`src/logic/vid_reference_tracker_params.svh`:
```
// Timing counts, field positions and decode constants for the voltage id tracker.
// Assumes a 250 MHz system clock and an outside code source that meets the stated pacing.
//
// Operation
// - Code pins are sampled on each rising edge of a 3 MHz sample tick, all modes.
// - A changed code is accepted after three identical consecutive samples.
// - Direct-step modes set the reference to the decoded level at once on acceptance.
// - Slewing modes accept multi-step code changes under the same stability check.
// - Slewing modes step the reference by 6.25 mV at 330 kHz until it meets target.
// - Six-bit decode: 25 mV per code below 100000, then 12.5 mV per code.
// - In five-bit slewing mode an all-ones code blocks the start-up ramp.
`ifndef VID_REFERENCE_TRACKER_PARAMS_SVH
`define VID_REFERENCE_TRACKER_PARAMS_SVH

// ==========================================================================
// Clock rates and derived counts
// ==========================================================================
`define SYS_CLK_KHZ 250000
`define SAMPLE_CLK_KHZ 3000
`define SAMPLE_DIV (`SYS_CLK_KHZ / `SAMPLE_CLK_KHZ)
`define STEP_RATE_KHZ 330
`define STEP_DIV (`SYS_CLK_KHZ / `STEP_RATE_KHZ)
`define DIRECT_MIN_BIT_TIME_NS 2000
`define STABLE_READS 3

// ==========================================================================
// Level encoding: one level unit is one slew step
// ==========================================================================
`define SLEW_STEP_UV 6250
`define LEVEL_W 9
`define CODE_W 8
`define LEVEL_RESET 9'h000
`define LEVEL_OFF 9'h000
`define LEVEL_DIRECT_TOP 9'h102
`define LEVEL_WIDE_TOP 9'h0F8
`define LEVEL_FINE_TOP 9'h07A
`define CODE_DIRECT_OFF_LO 8'h01
`define CODE_DIRECT_OFF_HI 8'hFE
`define CODE_5BIT_OFF 5'h1F
`define CODE_6BIT_FINE_BIT 5

`endif

```
`src/logic/vid_reference_tracker_pkg.sv`:
```
// Types shared by the voltage id tracker and its level decoder.
// Assumes the constants header is compiled alongside it.
`default_nettype none
package vid_reference_tracker_pkg;

    // ======================================================================
    // Operating modes of the code interface
    // ======================================================================
    typedef enum logic [1:0] {
        DIRECT_STEP_MODE_A,
        DIRECT_STEP_MODE_B,
        SLEW_MODE_5BIT,
        SLEW_MODE_6BIT
    } mode_t;

    typedef logic [8:0] level_t;
    typedef logic [7:0] code_t;

endpackage
`default_nettype wire

```
`src/logic/vid_level_decoder.sv`:
```
// Combinational decode of a voltage id code into a reference level.
// Assumes the level unit is one 6.25 mV step and the code is already stable.
`include "vid_reference_tracker_params.svh"
`default_nettype none
module vid_level_decoder
    import vid_reference_tracker_pkg::*;
(
    input wire code_t code,
    input wire mode_t mode,
    output level_t level,
    output logic code_off
);

    // ======================================================================
    // Decode functions
    // ======================================================================

    // Eight-bit table: one step per code counting down from the top level.
    function automatic level_t decode_direct(input code_t c);
        decode_direct = `LEVEL_DIRECT_TOP - level_t'({1'b0, c});
    endfunction

    // Six-bit table: four steps per code below 100000, two per code from 100000 up.
    function automatic level_t decode_six(input logic [5:0] c);
        if (c[`CODE_6BIT_FINE_BIT]) begin
            decode_six = `LEVEL_FINE_TOP - level_t'({c[4:0], 1'b0});
        end else begin
            decode_six = `LEVEL_WIDE_TOP - level_t'({c[4:0], 2'b00});
        end
    endfunction

    // Select the table for the mode and flag codes that turn the output off.
    always_comb begin
        level = `LEVEL_OFF;
        code_off = 1'b0;
        unique case (mode)
            DIRECT_STEP_MODE_A, DIRECT_STEP_MODE_B: begin
                if (code <= `CODE_DIRECT_OFF_LO || code >= `CODE_DIRECT_OFF_HI) begin
                    code_off = 1'b1;
                end else begin
                    level = decode_direct(code);
                end
            end
            SLEW_MODE_5BIT: begin
                if (code[4:0] == `CODE_5BIT_OFF) begin
                    code_off = 1'b1;
                end else begin
                    level = decode_six({1'b0, code[4:0]});
                end
            end
            SLEW_MODE_6BIT: begin
                level = decode_six(code[5:0]);
            end
        endcase
    end

endmodule
`default_nettype wire

```
`src/logic/vid_reference_tracker.sv`:
```
// Voltage id tracker: filters the code pins and drives the internal reference level.
// Assumes code and mode pins are asynchronous to SYS_CLK and are resynchronised here.
`include "vid_reference_tracker_params.svh"
`default_nettype none
module vid_reference_tracker
    import vid_reference_tracker_pkg::*;
#(
    parameter int STABLE_READS = `STABLE_READS,
    parameter int SAMPLE_DIV = `SAMPLE_DIV,
    parameter int STEP_DIV = `STEP_DIV
) (
    input wire logic SYS_CLK,
    input wire logic RST,
    input wire logic [7:0] VOLTAGE_ID_CODE,
    input wire logic [1:0] MODE_SELECT,
    output logic [8:0] DAC_REFERENCE_LEVEL,
    output logic [8:0] TARGET_LEVEL,
    output logic CODE_ACCEPTED,
    output logic CODE_VALID,
    output logic CODE_OFF,
    output logic SLEWING,
    output logic NO_LOAD,
    output logic START_PERMIT
);

    // ======================================================================
    // State record
    // ======================================================================
    typedef struct packed {
        code_t code_s1;
        code_t code_s2;
        logic [1:0] mode_s1;
        logic [1:0] mode_s2;
        logic [6:0] sample_cnt;
        logic [9:0] step_cnt;
        code_t candidate;
        logic [1:0] match_cnt;
        code_t accepted;
        logic accepted_valid;
        logic accept_pulse;
        level_t dac;
        level_t target;
        logic off;
        logic slewing;
        logic no_load;
        logic permit;
    } tracker_state_t;

    tracker_state_t state_reg;
    tracker_state_t state_next;
    mode_t mode_now;
    level_t dec_level;
    logic dec_off;
    logic sample_tick;
    logic step_tick;
    logic slew_mode;

    assign mode_now = mode_t'(state_reg.mode_s2);
    assign slew_mode = (mode_now == SLEW_MODE_5BIT) || (mode_now == SLEW_MODE_6BIT);
    assign sample_tick = (state_reg.sample_cnt == 7'(SAMPLE_DIV - 1));
    assign step_tick = (state_reg.step_cnt == 10'(STEP_DIV - 1));

    // ======================================================================
    // Decoder of the accepted code
    // ======================================================================

    // The decoder always looks at the held code, never at a code still settling.
    vid_level_decoder u_decoder (
        .code(state_reg.accepted),
        .mode(mode_now),
        .level(dec_level),
        .code_off(dec_off)
    );

    // ======================================================================
    // Next-state logic
    // ======================================================================

    // Synchronise pins, filter the code, then move the reference level.
    always_comb begin
        state_next = state_reg;
        state_next.accept_pulse = 1'b0;
        // Two flops on every code and mode pin before anything reads it.
        state_next.code_s1 = VOLTAGE_ID_CODE;
        state_next.code_s2 = state_reg.code_s1;
        state_next.mode_s1 = MODE_SELECT;
        state_next.mode_s2 = state_reg.mode_s1;
        // Free-running 3 MHz sample divider.
        state_next.sample_cnt = sample_tick ? 7'h00 : state_reg.sample_cnt + 7'h01;
        state_next.step_cnt = step_tick ? 10'h000 : state_reg.step_cnt + 10'h001;
        if (sample_tick) begin
            if (state_reg.code_s2 != state_reg.candidate) begin
                // A differing reading restarts the count; the held code stays.
                state_next.candidate = state_reg.code_s2;
                state_next.match_cnt = 2'h1;
            end else if (32'(state_reg.match_cnt) < STABLE_READS) begin
                state_next.match_cnt = state_reg.match_cnt + 2'h1;
            end
            // Accept once the same value has been read enough times in a row.
            if (state_reg.code_s2 == state_reg.candidate && 32'(state_reg.match_cnt) + 1 >= STABLE_READS
                && (!state_reg.accepted_valid || state_reg.accepted != state_reg.candidate)) begin
                state_next.accepted = state_reg.candidate;
                state_next.accepted_valid = 1'b1;
                state_next.accept_pulse = 1'b1;
            end
        end
        // The target follows the decode of the held code, any step size allowed.
        state_next.target = state_reg.accepted_valid ? dec_level : `LEVEL_RESET;
        state_next.off = state_reg.accepted_valid && dec_off;
        if (!slew_mode) begin
            // Direct-step modes jump straight to the decoded level.
            state_next.dac = state_reg.target;
        end else if (step_tick && state_reg.dac != state_reg.target) begin
            // Slewing modes move one 6.25 mV unit per 330 kHz step.
            if (state_reg.dac < state_reg.target) begin
                state_next.dac = state_reg.dac + 9'h001;
            end else begin
                state_next.dac = state_reg.dac - 9'h001;
            end
        end
        state_next.slewing = slew_mode && (state_reg.dac != state_reg.target);
        // An all-ones five-bit code means no load and holds off start-up.
        state_next.no_load = (mode_now == SLEW_MODE_5BIT) && state_reg.accepted_valid && dec_off;
        state_next.permit = state_reg.accepted_valid
            && !((mode_now == SLEW_MODE_5BIT) && dec_off);
    end

    // ======================================================================
    // State register
    // ======================================================================

    // Synchronous reset to a known idle state with the reference at zero.
    always_ff @(posedge SYS_CLK) begin
        if (RST) begin
            state_reg <= '0;
        end else begin
            state_reg <= state_next;
        end
    end

    // Outputs come straight from the state register.
    assign DAC_REFERENCE_LEVEL = state_reg.dac;
    assign TARGET_LEVEL = state_reg.target;
    assign CODE_ACCEPTED = state_reg.accept_pulse;
    assign CODE_VALID = state_reg.accepted_valid;
    assign CODE_OFF = state_reg.off;
    assign SLEWING = state_reg.slewing;
    assign NO_LOAD = state_reg.no_load;
    assign START_PERMIT = state_reg.permit;

endmodule
`default_nettype wire

```
`config.mk`:
```
export PLATFORM = sky130hd
export DESIGN_NAME = vid_reference_tracker
export DESIGN_NICKNAME = d
export VERILOG_FILES = /design/src/logic/vid_reference_tracker_pkg.sv /design/src/logic/vid_level_decoder.sv /design/src/logic/vid_reference_tracker.sv
export VERILOG_INCLUDE_DIRS = /design/src /design/src/logic
export SDC_FILE = /design/constraint.sdc
export NUM_CORES = 1
export LEC_CHECK = 0
export BUFFER_PORTS_ARGS = -buffer_cell sky130_fd_sc_hd__buf_2
export CORE_UTILIZATION = 40
export CTS_CLUSTER_DIAMETER = 80
export DETAILED_ROUTE_END_ITERATION = 8
export GPL_TIMING_DRIVEN = 1
export PLACE_DENSITY = 0.7
export SYNTH_ARGS = -nofsm -noshare
export SYNTH_HDL_FRONTEND = slang
export SYNTH_SLANG_ARGS = --single-unit
```
`constraint.sdc`:
```
create_clock -name SYS_CLK -period 2.8 [get_ports SYS_CLK]
set_input_delay 0.28 -clock SYS_CLK [delete_from_list [all_inputs] [get_ports SYS_CLK]]
set_output_delay 0.28 -clock SYS_CLK [all_outputs]
set_load 0.05 [all_outputs]
```
==> run summary <==
Fin. Hold Viols: 0
FF-to-FF Start: DAC_REFERENCE_LEVEL[3]
Mapped Nets: 497
Root Buffer: clkbuf_8
Worst path slowest cell: dfxtp_1
Peak VDD IR: 281 uV
CP Max Fanout: 6
Most used cell, CP: ha_4
Clk Latency, worst-skew pair: 0.35 ns
Post-Syn Instances: 452
Distinct cells, synth: 45
Row count: 36
Total GRT Usage: 16.2%
Post-synthesis adder-cell area fraction: 10.3%
Power density over the cells: 432 nW/um^2
Critical path class: register to register
Initial antenna violation count: 0
FF/Latch Area: 1590 um^2
Commonest non-fill, non-tap cell in the layout: dfxtp_1
Clock buffer count from CTS: 9
DRC Markers: 0
WP buf/inv: 1
Synth Area in XOR/XNOR: 9.48%
Post-DRT Antenna Nets: 0
Vias/cell: 4.98
Layout area overhead: 17.8%
Clock group share of total power: 39.1%
Power after layout: 2070 uW
Synth top area share: 38.9%
Hold WC Path Type: input pin to register
Largest net degree at the start of global routing: 36
Setup WS pre-CTS: -0.219 ns
I/O pin total: 36
Width of the die: 103 um
Commonest non-fill, non-tap cells in the layout: dfxtp_1, nor2_1, buf_2
Worst EP arrival: 2.99 ns
Min Tclk post-route: 2.77 ns
Finish-stage setup viols: 0
Vias in the first global route: 3046
DRT iter0 DRCs: 145
Worst slew pin tran: 0.832 ns
Layout cells sized above 1: 22.0%
Worst Setup Start Kind: register
Post-synthesis mux area share: 4.19%
Reg clk slew, reported paths: 0.09 ns
Area of the multi-input gates: 2340 um^2
Number of port buffers: 35
Most used DFF post-synth: dfxtp_1
Die span in y: 103 um
Seq pwr share: 56.0%
Compound-Gate Fraction of Synth Area: 10.0%
Largest family of logic cells by synthesized area: simple AND/OR/NAND/NOR gates
CP peak stage delay: 0.39 ns
Post-Synth Simple-Gate Area: 19.9%
CTS tree: done
Worst clock skew: 0.0168 ns
Post-synthesis sequential area ratio: 38.9%
Yosys warns: 0
Result of the run: finished clean
Max reg flops: 43
# hold bufs at CTS: 0
First-pass GRT wire length: 13400 um
Mapped cell area: 4070 um^2
P_sw: 471 uW
Dominant cells by area after synthesis: dfxtp_1, ha_1, nor2_1
Final-layout fill cell count: 950
Tcrit/Tclk final: 98.9%
Mapped Avg Cell Area: 8.99 um^2
Placed Instances: 614
Setup WS post-layout: 0.0310 ns
Unrepaired setup endpoints after global routing: true
Non-filler cells, final: 632
Int Power: 1600 uW
Worst rel slew slack: 44.3%
Hold Startpoint: VOLTAGE_ID_CODE[0]
Comb pwr share: 4.9%
Fraction of registers with async set/reset: 0%
CORE AREA: 9820 um^2
Via count of the routed design: 3146
GRT Residual Overflow: 0
CP startpoint: DAC_REFERENCE_LEVEL[3]
Post-synth EDFFs: 0
Post-layout util: 48.8%
Antenna diode count: 0
Final WL: 8260 um
Die area: 10600 um^2
Critical Path RT: 3.02 ns
Post-synth top area cell: dfxtp_1
Type of element capturing the critical path: register
Initial core utilization: 41.4%
CTS Sinks: 79
Max Freq: 0.361 GHz
H-Tree Depth: 3
DRT Pass-1 Iters: 5
Max cap viols: 0
Clock Path Buffers: 2
Crit-path cells: ha_4 > a21o_1 > a21oi_2 > a21bo_2 > nand2b_4 > buf_4 > ha_4 > o21ai_0 > o21bai_2 > a21oi_1 > xnor2_1 > a222oi_1 > nor2_1
Static Leak: 0.00200 uW
WL/cell: 13.1 um
Sw Share: 22.7%
Layout net count: 540
Post-synthesis sequential element count: 79
Fin. max-slew vios: 0
RePlAce Congestion: 0.858
DP Wirelength: 5970 um
Largest delay share family, worst path: compound AO/OA/AOI/OAI gates
==> through the flow <==
stage                     cell area [um^2]  hold WS (ns)  TNS, ns
after floorplan                       4070         0.408        0
final                                 4790         0.137        0
after global routing                  4790         0.124   -0.103
after detailed placement              4430         0.426   -0.524
after CTS                             4650         0.127  -0.0118
after global placement                4430         0.418  -0.0677
==> layout make-up <==
type / count / share of cell area [%]
repair buffers: 67 / 8.68
flip-flops and latches: 79 / 33.2
clock inverters: 5 / 1.23
well taps: 133 / 3.48
clock buffers: 10 / 2.67
multi-input cells: 314 / 48.9
inverters: 24 / 1.88
==> cell families (layout without fill, tap and decap cells) <==
group                      after synthesis  count (layout)
AOI/OAI and AO/OA                       57              57
xor gates and xnor gates                44              44
adders and majority gates               33              33
buffers and inverters                   59             106
DFF                                     79              79
muxes                                   17              17
and+or+nand+nor                        163             163
==> layer usage <==
layer  track usage, %  wire [um]  share of wire, %
met5                0          0                 0
met4             4.77         48              0.58
met3             4.47        326               3.9
met2             30.5       4240                51
met1             17.7       3640                44
==> repair_timing <==
item                       CTS  global route
setup endpoints to repair    4             4
pin swaps                    2            10
gates resized for setup      7            21
setup buffers                0             3
==> power by group through the flow <==
stage | sequential, uW | combinational [uW] | clock [uW]
finish | 1160 | 102 | 810
floorplan | 1180 | 68.5 | 0
CTS | 1160 | 96.5 | 836
global placement | 1180 | 91.8 | 0
detailed placement | 1190 | 93.8 | 0
global route | 1160 | 115 | 881
==> final timing paths <==
check                      endpoint  slack [ns]  cells after the start
max          DAC_REFERENCE_LEVEL[5]        0.03                     13
min                  state_next[63]        0.14                      2
max reg2reg  DAC_REFERENCE_LEVEL[5]        0.03                     13
min reg2reg           state_reg[64]        0.44                      1
==> worst register-to-register path, cell delays in order (launching register included) <==
cell	delay [ns]
dfxtp_1	0.39
ha_4	0.22
a21o_1	0.17
a21oi_2	0.15
a21bo_2	0.19
nand2b_4	0.12
buf_4	0.17
ha_4	0.27
o21ai_0	0.11
o21bai_2	0.21
a21oi_1	0.12
xnor2_1	0.15
a222oi_1	0.31
nor2_1	0.06
==> synthesized netlist by cell type (6+ instances only) <==
cell type and n:
a21oi_1 19, a222oi_1 6, and3_1 7, buf_4 18, clkbuf_1 11, dfxtp_1 79
ha_1 32, inv_1 23, mux2i_1 17, nand2_1 12, nand3_1 13, nand4_1 7
nor2_1 68, nor2b_1 24, nor3_1 7, nor4_1 6, o21ai_0 8, xnor2_1 20
xor2_1 24
No activity file was read; power rests on OpenSTA's default activity.
